===== src/rtl/mil_cfg.svh =====
`ifndef MIL_CFG_SVH
`define MIL_CFG_SVH
`define MIL_ADR_CTRL 4'h0
`define MIL_ADR_PFLAG 4'h1
`define MIL_ADR_PEN 4'h2
`define MIL_ADR_OPT 4'h3
`define MIL_ADR_CORE 4'h4
`define MIL_ADR_STAT 4'h5
`define MIL_B_GIE 7
`define MIL_B_PERIPHERAL_IRQ_GATE 6
`define MIL_B_TIE 5
`define MIL_B_XIE 4
`define MIL_B_PIE 3
`define MIL_B_TIF 2
`define MIL_B_XIF 1
`define MIL_B_PIF 0
`define MIL_B_EDGE 6
`define MIL_B_SLEEP 0
`define MIL_B_RETI 1
`define MIL_CTRL_RST 8'h00
`define MIL_OPT_RST 8'hFF
`define MIL_VECTOR 13'h0004
`define MIL_LAT_MIN 3
`define MIL_LAT_MAX 4
`endif


===== src/rtl/mil_pkg.sv =====
package mil_pkg;
	typedef struct packed {
		logic [31:0] dat;
		logic [3:0] sel;
		logic [3:0] adr;
		logic we;
		logic stb;
		logic cyc;
	} mil_wb_req_t;
	typedef struct packed {
		logic take;
		logic [12:0] vector;
		logic wake;
	} mil_core_req_t;
	typedef enum logic [1:0] {
		MIL_RUN = 2'b00,
		MIL_WAIT = 2'b01,
		MIL_SLEEP = 2'b10
	} mil_state_t;
endpackage


===== src/rtl/mil_sync.sv =====
`timescale 1ns/1ps
module mil_sync #(
	parameter int W = 1
) (
	input wire logic i_sys_clk,
	input wire logic i_rst_n,
	input wire logic [W-1:0] i_d,
	output logic [W-1:0] o_q
);
	logic [W-1:0] s1_r;
	// Second stage alone reads the first
	always_ff @(posedge i_sys_clk) begin
		if (!i_rst_n) begin
			s1_r <= '0;
			o_q <= '0;
		end else begin
			s1_r <= i_d;
			o_q <= s1_r;
		end
	end
endmodule


===== src/rtl/mil_wb_slave.sv =====
`timescale 1ns/1ps
module mil_wb_slave
	import mil_pkg::*;
(
	input wire logic i_sys_clk,
	input wire logic i_rst_n,
	input wire mil_wb_req_t i_req,
	input wire logic [7:0] i_rdata,
	output logic o_wr,
	output logic o_ack,
	output logic [31:0] o_dat
);
	wire req_new = i_req.cyc && i_req.stb && !o_ack;
	// Ack one cycle after request, so write lands once
	always_ff @(posedge i_sys_clk) begin
		if (!i_rst_n) begin
			o_ack <= 1'b0;
			o_wr <= 1'b0;
			o_dat <= 32'h0000_0000;
		end else begin
			o_ack <= req_new;
			o_wr <= req_new && i_req.we && i_req.sel[0];
			o_dat <= {24'h00_0000, i_rdata};
		end
	end
endmodule


===== src/rtl/mil_irq.sv =====
`timescale 1ns/1ps
`include "mil_cfg.svh"
// Summary of operation
// - Flags set on their event regardless of any enable
// - Control bit 7 is global enable; clear blocks all interrupts
// - Global enable plus flagged enabled source vectors on third instruction cycle of wait
// - Reset clears the global enable
// - Return-from-interrupt sets global enable again
// - Service clears global enable, pushes return, vectors to 0004h
// - Peripheral flags and enables in own registers, group gate
// - External event latency three or four instruction cycles
// - Pin edge chosen by option bit 6; sets control bit 1
// - Pin interrupt masked by control bit 4
// - Pin interrupt wakes sleep if enabled; global enable picks path
// - Timer FFh to 00h sets bit 2; enable is bit 5
// - Upper port pin change sets bit 0; enable is bit 3
// - Hardware saves only return address
// - Wake with global enable set loads vector 0004h
// - Up to nine sources, each with own flag
// - Enabled interrupt wakes regardless of global enable
module mil_irq
	import mil_pkg::*;
#(
	parameter int PERIPH_N = 6
) (
	// Clock and reset
	input wire logic i_sys_clk,
	input wire logic i_rst_n,
	// Wishbone slave
	input wire mil_wb_req_t i_wb,
	output logic o_wb_ack,
	output logic [31:0] o_wb_dat,
	// Sources
	input wire logic i_ext_irq_pin,
	input wire logic [3:0] i_upper_port_pins,
	input wire logic i_timer_zero_wrap,
	input wire logic [PERIPH_N-1:0] i_periph_evt,
	// Core sequencer
	input wire logic i_instr_cycle,
	input wire logic i_return_from_irq_instr,
	input wire logic i_sleep_instr,
	output mil_core_req_t o_core,
	output logic o_push_ret,
	output logic o_sleeping
);
	// Three core flags plus up to six peripheral flags make nine sources
	if (PERIPH_N < 1 || PERIPH_N > 6) begin
		$error("PERIPH_N must be 1..6");
	end

	logic [7:0] ctrl_r;
	logic [7:0] pflag_r;
	logic [7:0] pen_r;
	logic [7:0] opt_r;
	mil_state_t st_r;
	mil_state_t st_nxt;
	logic [2:0] lat_r;
	logic [1:0] core_r;
	logic pin_d_r;
	logic [3:0] port_d_r;
	logic wr;
	logic [7:0] rdata;
	logic pin_s;
	logic [3:0] port_s;
	logic [7:0] ctrl_nxt;
	logic [7:0] pflag_nxt;
	logic [7:0] pen_nxt;
	logic [7:0] opt_nxt;
	logic [2:0] lat_nxt;
	logic [1:0] prime_r;
	logic [1:0] prime_nxt;
	logic src_ready;
	logic gie_nxt;
	logic wake_nxt;
	logic sleep_nxt;
	logic [1:0] core_nxt;
	logic [7:0] rd_stat;

	mil_sync #(.W(1)) u_pin_sync (
		.i_sys_clk(i_sys_clk),
		.i_rst_n(i_rst_n),
		.i_d(i_ext_irq_pin),
		.o_q(pin_s)
	);
	mil_sync #(.W(4)) u_port_sync (
		.i_sys_clk(i_sys_clk),
		.i_rst_n(i_rst_n),
		.i_d(i_upper_port_pins),
		.o_q(port_s)
	);
	mil_wb_slave u_wb (
		.i_sys_clk(i_sys_clk),
		.i_rst_n(i_rst_n),
		.i_req(i_wb),
		.i_rdata(rdata),
		.o_wr(wr),
		.o_ack(o_wb_ack),
		.o_dat(o_wb_dat)
	);

	function automatic logic [7:0] set_wins(input logic [7:0] cur,
		input logic [7:0] wdat, input logic we, input logic [7:0] setv);
		set_wins = (we ? wdat : cur) | setv;
	endfunction

	function automatic logic adr_hit(input logic [3:0] adr,
		input logic [3:0] code);
		adr_hit = adr == code;
	endfunction

	// Register select, shared by the write strobes and the read mux
	wire sel_ctrl = adr_hit(i_wb.adr, `MIL_ADR_CTRL);
	wire sel_pflag = adr_hit(i_wb.adr, `MIL_ADR_PFLAG);
	wire sel_pen = adr_hit(i_wb.adr, `MIL_ADR_PEN);
	wire sel_opt = adr_hit(i_wb.adr, `MIL_ADR_OPT);
	wire sel_stat = adr_hit(i_wb.adr, `MIL_ADR_STAT);

	// Write strobe comes one cycle after the request; address held
	wire [7:0] wdat = i_wb.dat[7:0];
	wire wr_ctrl = wr && sel_ctrl;
	wire wr_pflag = wr && sel_pflag;
	wire wr_pen = wr && sel_pen;
	wire wr_opt = wr && sel_opt;

	// Sync stages and history hold reset values for three edges;
	// a real edge that early is lost, but no false flag follows reset
	assign src_ready = prime_r == 2'h3;
	assign prime_nxt = src_ready ? prime_r : prime_r + 2'h1;
	always_ff @(posedge i_sys_clk) begin
		if (!i_rst_n) begin
			prime_r <= 2'h0;
		end else begin
			prime_r <= prime_nxt;
		end
	end

	wire pin_rise = pin_s && !pin_d_r;
	wire pin_fall = !pin_s && pin_d_r;
	wire pin_edge = opt_r[`MIL_B_EDGE] ? pin_rise : pin_fall;
	wire pin_evt = src_ready && pin_edge;
	wire port_evt = src_ready && |(port_s ^ port_d_r);
	wire tmr_evt = i_timer_zero_wrap;

	wire [7:0] core_set = {5'h00, tmr_evt, pin_evt, port_evt};
	wire [7:0] per_set = {{(8-PERIPH_N){1'b0}}, i_periph_evt};
	wire [7:0] per_mask = {{(8-PERIPH_N){1'b0}}, {PERIPH_N{1'b1}}};

	wire pin_hit = ctrl_r[`MIL_B_XIF] & ctrl_r[`MIL_B_XIE];
	wire tmr_hit = ctrl_r[`MIL_B_TIF] & ctrl_r[`MIL_B_TIE];
	wire port_hit = ctrl_r[`MIL_B_PIF] & ctrl_r[`MIL_B_PIE];
	wire core_hit = tmr_hit | pin_hit | port_hit;
	wire per_hit = ctrl_r[`MIL_B_PERIPHERAL_IRQ_GATE] & |(pflag_r & pen_r);
	wire pending = core_hit | per_hit;
	wire irq_req = pending & ctrl_r[`MIL_B_GIE];

	wire lat_done = lat_r >= 3'(`MIL_LAT_MIN - 1) && i_instr_cycle;
	wire take = st_r == MIL_WAIT && lat_done && ctrl_r[`MIL_B_GIE];

	always_comb begin
		st_nxt = st_r;
		unique case (st_r)
			MIL_RUN: begin
				if (i_sleep_instr && !pending) begin
					st_nxt = MIL_SLEEP;
				end else if (irq_req) begin
					st_nxt = MIL_WAIT;
				end
			end
			MIL_WAIT: begin
				if (!ctrl_r[`MIL_B_GIE] || take) begin
					st_nxt = MIL_RUN;
				end
			end
			MIL_SLEEP: begin
				if (pending) begin
					st_nxt = ctrl_r[`MIL_B_GIE] ? MIL_WAIT : MIL_RUN;
				end
			end
			default: st_nxt = MIL_RUN;
		endcase
	end

	// Set wins over a software clear in the same cycle
	wire [7:0] ctrl_set = set_wins(ctrl_r, wdat, wr_ctrl, core_set);
	assign gie_nxt = take ? 1'b0
		: i_return_from_irq_instr ? 1'b1
		: ctrl_set[`MIL_B_GIE];
	assign ctrl_nxt = {gie_nxt, ctrl_set[6:0]};

	// peripheral flags masked to the fitted sources
	assign pflag_nxt = set_wins(pflag_r, wdat, wr_pflag, per_set)
		& per_mask;
	assign pen_nxt = (wr_pen ? wdat : pen_r) & per_mask;
	assign opt_nxt = wr_opt ? wdat : opt_r;

	// instruction cycles counted while waiting; saturates
	assign lat_nxt = st_r != MIL_WAIT ? 3'h0
		: i_instr_cycle && lat_r < 3'(`MIL_LAT_MAX) ? lat_r + 3'h1
		: lat_r;

	always_ff @(posedge i_sys_clk) begin
		if (!i_rst_n) begin
			ctrl_r <= `MIL_CTRL_RST;
		end else begin
			ctrl_r <= ctrl_nxt;
		end
	end

	always_ff @(posedge i_sys_clk) begin
		if (!i_rst_n) begin
			pflag_r <= 8'h00;
		end else begin
			pflag_r <= pflag_nxt;
		end
	end

	always_ff @(posedge i_sys_clk) begin
		if (!i_rst_n) begin
			pen_r <= 8'h00;
		end else begin
			pen_r <= pen_nxt;
		end
	end

	always_ff @(posedge i_sys_clk) begin
		if (!i_rst_n) begin
			opt_r <= `MIL_OPT_RST;
		end else begin
			opt_r <= opt_nxt;
		end
	end

	always_ff @(posedge i_sys_clk) begin
		if (!i_rst_n) begin
			st_r <= MIL_RUN;
		end else begin
			st_r <= st_nxt;
		end
	end

	always_ff @(posedge i_sys_clk) begin
		if (!i_rst_n) begin
			lat_r <= 3'h0;
		end else begin
			lat_r <= lat_nxt;
		end
	end

	// Edge history, one stage behind the synchronisers
	always_ff @(posedge i_sys_clk) begin
		if (!i_rst_n) begin
			pin_d_r <= 1'b0;
		end else begin
			pin_d_r <= pin_s;
		end
	end

	always_ff @(posedge i_sys_clk) begin
		if (!i_rst_n) begin
			port_d_r <= 4'h0;
		end else begin
			port_d_r <= port_s;
		end
	end

	assign wake_nxt = st_r == MIL_SLEEP && st_nxt != MIL_SLEEP;
	assign sleep_nxt = st_nxt == MIL_SLEEP;
	assign core_nxt = {take, pending};

	// vector 0004h loaded every cycle out of reset
	always_ff @(posedge i_sys_clk) begin
		if (!i_rst_n) begin
			o_core <= '0;
		end else begin
			o_core.take <= take;
			o_core.vector <= `MIL_VECTOR;
			o_core.wake <= wake_nxt;
		end
	end

	// only the return address is pushed
	always_ff @(posedge i_sys_clk) begin
		if (!i_rst_n) begin
			o_push_ret <= 1'b0;
		end else begin
			o_push_ret <= take;
		end
	end

	// sleep state shown to the core
	always_ff @(posedge i_sys_clk) begin
		if (!i_rst_n) begin
			o_sleeping <= 1'b0;
		end else begin
			o_sleeping <= sleep_nxt;
		end
	end

	always_ff @(posedge i_sys_clk) begin
		if (!i_rst_n) begin
			core_r <= 2'h0;
		end else begin
			core_r <= core_nxt;
		end
	end

	// software clears flags; reads show live flags
	// up to nine flags: three core, up to six peripheral
	assign rd_stat = {5'h00, st_r == MIL_SLEEP, core_r};
	// Status is read-only; a write to it is dropped
	assign rdata = sel_ctrl ? ctrl_r
		: sel_pflag ? pflag_r
		: sel_pen ? pen_r
		: sel_opt ? opt_r
		: sel_stat ? rd_stat
		: 8'h00;
endmodule


===== config.mk =====
export PLATFORM = sky130hd
export DESIGN_NAME = mil_irq
export DESIGN_NICKNAME = d
export VERILOG_FILES = /design/src/rtl/mil_pkg.sv /design/src/rtl/mil_sync.sv /design/src/rtl/mil_wb_slave.sv /design/src/rtl/mil_irq.sv
export VERILOG_INCLUDE_DIRS = /design/src /design/src/rtl
export SDC_FILE = /design/constraint.sdc
export NUM_CORES = 1
export LEC_CHECK = 0
export BUFFER_PORTS_ARGS = -buffer_cell sky130_fd_sc_hd__buf_2
export CAP_MARGIN = 15
export CELL_PAD_IN_SITES_DETAIL_PLACEMENT = 1
export CELL_PAD_IN_SITES_GLOBAL_PLACEMENT = 1
export CORE_MARGIN = 2
export CORE_UTILIZATION = 32
export DETAILED_ROUTE_END_ITERATION = 12
export PLACE_DENSITY_LB_ADDON = 0.08
export SLEW_MARGIN = 15
export SYNTH_ARGS = -nofsm -noshare
export SYNTH_HDL_FRONTEND = slang
export SYNTH_SLANG_ARGS = --single-unit
export TNS_END_PERCENT = 5

===== constraint.sdc =====
create_clock -name i_sys_clk -period 1.5 [get_ports i_sys_clk]
set_input_delay 0.075 -clock i_sys_clk [delete_from_list [all_inputs] [get_ports i_sys_clk]]
set_output_delay 0.075 -clock i_sys_clk [all_outputs]
set_load 0.01 [all_outputs]

Word level (Yosys, flattened, before mapping) --
Index checks and enable logic that the tools add are counted.
Cells by class: equal/unequal tests 10, bitwise logic cells 13, add/subtract/negate cells 2, muxes and demuxes 16, order comparisons 2, reductions and logical operators 30
Operators with widths (count):
- $mux W8 | 5
- $logic_and A1 B1 Y1 | 18
- $eq A4 B2 Y1 const B | 2
- $mux W2 | 4
- $or A8 B3 Y8 | 1
- $reduce_or A8 Y1 | 1
- $and A6 B6 Y6 | 1
- $eq A2 B2 Y1 const B | 3
- $mux W6 | 1
- $or A6 B6 Y6 | 1
- $pmux W2 S3 | 1
- $and A1 B1 Y1 | 5
- $logic_not A1 Y1 | 5
- $eq A4 B1 Y1 const B | 1
- $eq A4 B3 Y1 const B | 1
- $logic_not A4 Y1 | 1
- $mux W4 | 1
- $reduce_or A2 Y1 | 2
- $reduce_or A4 Y1 | 1
- $xor A4 B4 Y4 | 1
- $add A3 B1 Y3 const B | 1
- $ge A3 B2 Y1 const B | 1
- $lt A3 B3 Y1 const B | 1
- $mux W1 | 3
- 9 further kinds | 11
Word-level totals: word-level logic and storage cells 96, bits of input ports 60, register bits 102, output and inout port bits 50

Longest topological paths before layout --
word-level depth 11, depth in mapped cells 6, gate-level depth less buffers 6

Modules after synthesis --
Synthesis repeated with hierarchy kept, for this count alone.
Second synthesis, totals: cell total of the unflattened synthesis 308, area, all modules 2910.3 um^2
Modules (own cells, without submodules):
- mil_irq | times used 1, seq. area each 900.9 um^2, cells an instance 243, area an instance 2187.1 um^2
- mil_wb_slave | times used 1, seq. area each 200.2 um^2, cells an instance 45, area an instance 460.4 um^2
- mil_sync (u_port_sync) | times used 1, seq. area each 160.2 um^2, cells an instance 16, area an instance 210.2 um^2
- mil_sync (u_pin_sync) | times used 1, seq. area each 40.0 um^2, cells an instance 4, area an instance 52.6 um^2

Least setup slack after synthesis --
OpenSTA, ideal clock, no wires.
path kind register to register, start point register lat_r[0], end point register st_r[0], data required time 1.405 ns, clock period less this slack 1.469 ns, path buffers 0, cell stages (with the launch flop) 6, path slack 0.031 ns, arrival time 1.373 ns, library setup time 0.095 ns, path through dfxtp_1 -> inv_1 -> ha_1 -> o31a_1 -> or4b_1 -> o311ai_1
On the way: word-level cells in the longest chain between the ends 7
Ends and longest elaborated chain:
- from (decl) | RTL line mil_irq.sv:57 | logic [2:0] lat_r;
- from (signal assigned) | RTL line mil_irq.sv:245 | lat_r <= lat_nxt;
- $ge A3 B2 Y1 | RTL line mil_irq.sv:156 | wire lat_done = lat_r >= 3'(`MIL_LAT_MIN - 1) && i_instr_cycle;
- $logic_and A1 B1 Y1 | RTL line mil_irq.sv:156
- $logic_and A1 B1 Y1 (2 in a row) | RTL line mil_irq.sv:157 | wire take = st_r == MIL_WAIT && lat_done && ctrl_r[`MIL_B_GIE];
- $logic_or A1 B1 Y1 | RTL line mil_irq.sv:170 | if (!ctrl_r[`MIL_B_GIE] || take) begin
- $mux W2 | RTL line mil_irq.sv:170
- $pmux W2 S3 | RTL line mil_irq.sv:161 | unique case (st_r)
- to (signal assigned) | RTL line mil_irq.sv:237 | st_r <= st_nxt;
- to (decl) | RTL line mil_irq.sv:55 | mil_state_t st_r;
No other way between the ends. A chain may end at the register's enable or synchronous reset.

Final worst setup path --
start point register ctrl_r[2], end point register o_sleeping
On the way: word-level cells in the longest chain between the ends 9, elaborated cells on any way between the ends 12, classes of those cells eq/ne (1); mux (4); bitwise (5); reduce/logical (2)
Ends and longest elaborated chain:
- from (decl) | RTL line mil_irq.sv:51 | logic [7:0] ctrl_r;
- from (signal assigned) | RTL line mil_irq.sv:203 | ctrl_r <= `MIL_CTRL_RST;
- from (signal assigned) | RTL line mil_irq.sv:205 | ctrl_r <= ctrl_nxt;
- $and A1 B1 Y1 (*) | RTL line mil_irq.sv:149 | wire tmr_hit = ctrl_r[`MIL_B_TIF] & ctrl_r[`MIL_B_TIE];
- $or A1 B1 Y1 (*) (2 in a row) | RTL line mil_irq.sv:151 | wire core_hit = tmr_hit | pin_hit | port_hit;
- $or A1 B1 Y1 (*) | RTL line mil_irq.sv:153 | wire pending = core_hit | per_hit;
- $and A1 B1 Y1 or $logic_not A1 Y1 (tied branches) | RTL line mil_irq.sv:154, mil_irq.sv:163
- $mux W2 or $logic_and A1 B1 Y1 (tied branches) | RTL line mil_irq.sv:165, mil_irq.sv:163
- $mux W2 | RTL line mil_irq.sv:163 | if (i_sleep_instr && !pending) begin
- $pmux W2 S3 (*) | RTL line mil_irq.sv:161
- $eq A2 B2 Y1 (*) | RTL line mil_irq.sv:267 | assign sleep_nxt = st_nxt == MIL_SLEEP;
- to (signal assigned) | RTL line mil_irq.sv:295 | o_sleeping <= sleep_nxt;
- to (decl) | RTL line mil_irq.sv:44 | output logic o_sleeping
Mark *: on every way between the ends. The rest lies on a longest branch, timed or not.

==> flow_summary.ini <==
[status]
status = complete, no violations

[logic_synthesis]
synth_top_area_cell = dfxtp_1
avgSynthCellArea_sq_um = 9.08
synth-edff-count = 0
netlist_area_sq_um = 2820
seq_area_frac_synth = 0.461
ys.warnings.count = 0
synth_top_cell_area_share = 0.461
synthCells = 311
synth_seq_cells = 65
async_flop_share = 0
synthFlopType = dfxtp_1
synth_area_leaders = dfxtp_1 46%, buf_4 10%, nand2_1 5.3%
yosysUniqueCellTypes = 47

[timing]
setup_tns_ps = 0
finalClockSkew_ps = 6.67
finalCritPeriodShare = 0.982
slew_violations = 0
finalHoldViolations = 0
worst_slack_ps = 27.5
rsz0062_at_grt = yes
min_period_ps = 1470
max_clock_freq_mhz = 679
setup_viol = 0

[final_layout]
antenna_cells = 0
mostFrequentLayoutCells = 63 x dfxtp_1, 46 x buf_2, 40 x nand2_1, 36 x conb_1, 25 x nor3_1
nNetsFinal = 436
layout_commonest_cell = dfxtp_1
drive_gt1_frac = 0.235
layout-area-overhead-vs-synth_pct = 21.0

[global_routing]
grt_max_degree = 35
use_met1 = 0.195
grt_pass1_wl_um = 11500
antenna_found_initial = 0
grt_util_all_layers = 0.154
grtUsageMet2 = 0.258
grt_pass1_vias = 2219
grt.overflow.total = 0
use_met3 = 0.0422
grt_busiest_layer = met2

[route]
dr.pass1.iters = 4
routed_wl_um = 7030
wire_per_inst_um = 14.5
dr_total_vias = 2272
drc_errors = 0
vias_per_cell = 4.67
ant_nets = 0
drtIter0Drc = 56

[clocking]
cts_tree = done
cts-root-buf = clkbuf_8
path_clk_slew_ps = 80
cts_sinks = 65
h-tree-depth = 3
cts_made_buffers = 9
clock_path_buffers = 2
clk_latency_ps = 340

[hold_path]
hp-start = i_wb[14]
hold_path.class = in2reg
min_path_cells = 3
hold_end = ctrl_r[3]$_SDFFE_PN0P_

[floorplan]
dieArea_sq_um = 9590
fp.coreArea_sq_um = 8640
ios = 110
chipHeight_um = 97.9
row_count = 34
start_util = 0.327
die_w_um = 97.9

[worst_setup_path]
reg2reg_from = ctrl_r[2]$_SDFF_PN0_
r2r_setup_slack_ps = 30
worstPathMaxFanout = 4
start_kind = flip-flop
crit_arrival_ps = 1730
worstPathRequired_ps = 1750
cp-end-kind = flip-flop
ff2ff_path_depth = 4
timing.rr.end = o_sleeping$_SDFF_PN0_
critical_path_class = reg2reg

[place]
hpwl_um = 4940
pre_cts_ws_ps = -11.2
gp_congestion = 0.725
io_buffer_count = 46

[power]
leakage_nw = 1.54
peakVddDrop_v = 0.000362
powerDensity_nw_per_um2 = 1090

[flow_run]
max-cap-violations = 0
## how the worst max path moves through the flow
stage | start | end | slack [ps] | depth (start not counted)
after floorplan | lat_r[0]$_SDFFE_PP0P_ | st_r[0]$_SDFF_PN0_ | 30 | 5
after global placement | ctrl_r[2]$_SDFF_PN0_ | o_sleeping$_SDFF_PN0_ | -10 | 4
after detailed placement | ctrl_r[2]$_SDFF_PN0_ | o_sleeping$_SDFF_PN0_ | -10 | 4
after CTS | lat_r[0]$_SDFFE_PP0P_ | st_r[0]$_SDFF_PN0_ | -3 | 5
after global routing | ctrl_r[2]$_SDFF_PN0_ | o_sleeping$_SDFF_PN0_ | -10 | 4
final | ctrl_r[2]$_SDFF_PN0_ | o_sleeping$_SDFF_PN0_ | 30 | 4
## flip-flops by register name (all words and copies together), names as in the netlist
name,flops
u_port_sync.o_q,4
prime_r,2
ctrl_r,8
u_wb.o_wr,1
lat_r,3
pflag_r,6
core_r,1
u_wb.o_dat,8
opt_r,8
u_pin_sync.s1_r,1
o_core,2
u_pin_sync.o_q,1
pin_d_r,1
pen_r,6
u_wb.o_ack,1
o_push_ret,1
st_r,2
port_d_r,4
o_sleeping,1
u_port_sync.s1_r,4
## synthesized netlist by cell type, types with 3 or more instances
| cell type | instances |
|---|---|
| dfxtp_1 | 65 |
| nand2_1 | 40 |
| buf_4 | 39 |
| nor3_1 | 25 |
| nor2_1 | 16 |
| and2_1 | 15 |
| nand3_1 | 15 |
| a21oi_1 | 9 |
| mux2i_1 | 9 |
| clkbuf_1 | 7 |
| a22oi_1 | 5 |
| buf_2 | 5 |
| o21ai_0 | 5 |
| xor2_1 | 5 |
| mux2_2 | 4 |
| nor2b_1 | 4 |
| and3_1 | 3 |
| ha_1 | 3 |
| o22ai_1 | 3 |
## metrics by stage
stage               cell area [sq um]   util  hold slack (ps)  std cells  total power, W
floorplan                        2960      -              103        346         0.00212
global placement                 3040  0.352              281        456         0.00217
detailed placement               3040  0.352              287        456         0.00217
CTS                              3390  0.392             7.06        486         0.00375
global route                     3420  0.396             7.35        486         0.00390
finish                           3420  0.396             13.6        486         0.00371
## layer usage
metal | routed length [um] | vias to the layer above
li1 | - | 1124
met1 | 3280 | 1087
met2 | 3370 | 54
met3 | 308 | 7
met4 | 76 | 0
met5 | 0 | -
## cell families (layout without fill, tap and decap cells)
family                   after synthesis  after routing  synth area share
flip-flops                            65             65             0.461
AO/OA/AOI/OAI                         33             33            0.0775
buffers and inverters                 55             87             0.130
AND/OR/NAND/NOR                      134            134             0.243
multiplexers                          14             14            0.0558
adder cells (fa/ha/maj)                3              3            0.0133
other                                  1             36           0.00133
XOR/XNOR                               6              6            0.0186
## report_power, final
group / switching (W) / leakage [nW] / internal [W]
combinational: 0.000196 / 0.902 / 0.000144
sequential: 0.0000344 / 0.532 / 0.00178
clock: 0.000765 / 0.104 / 0.000785
total: 0.000995 / 1.54 / 0.00271
## timing repair
| action | 4_1_cts | 5_1_grt |
|---|---|---|
| endpoints found under the setup margin | 3 | 3 |
| pin swaps | 3 | 3 |
| resized for setup | 4 | 5 |
| hold endpoints to repair | 12 | 0 |
| setup buffers | 2 | 0 |
| hold buffers | 12 | 0 |
## layout make-up
cell class / instances / area (sq um)
inverter: 3 / 11.3
sequential: 65 / 1300
multi-input combinational: 226 / 1330
tap: 108 / 135
fill: 1039 / 5220
timing repair buffer: 68 / 438
clock buffer: 9 / 124
clock inverter: 7 / 78.8
## critical path, stage by stage (launching register included)
cell and delay [ps]:
dfxtp_2 340, a222oi_1 410, buf_4 180, a21bo_4 240
nor4_4 200
No activity file was read; power rests on OpenSTA's default activity.
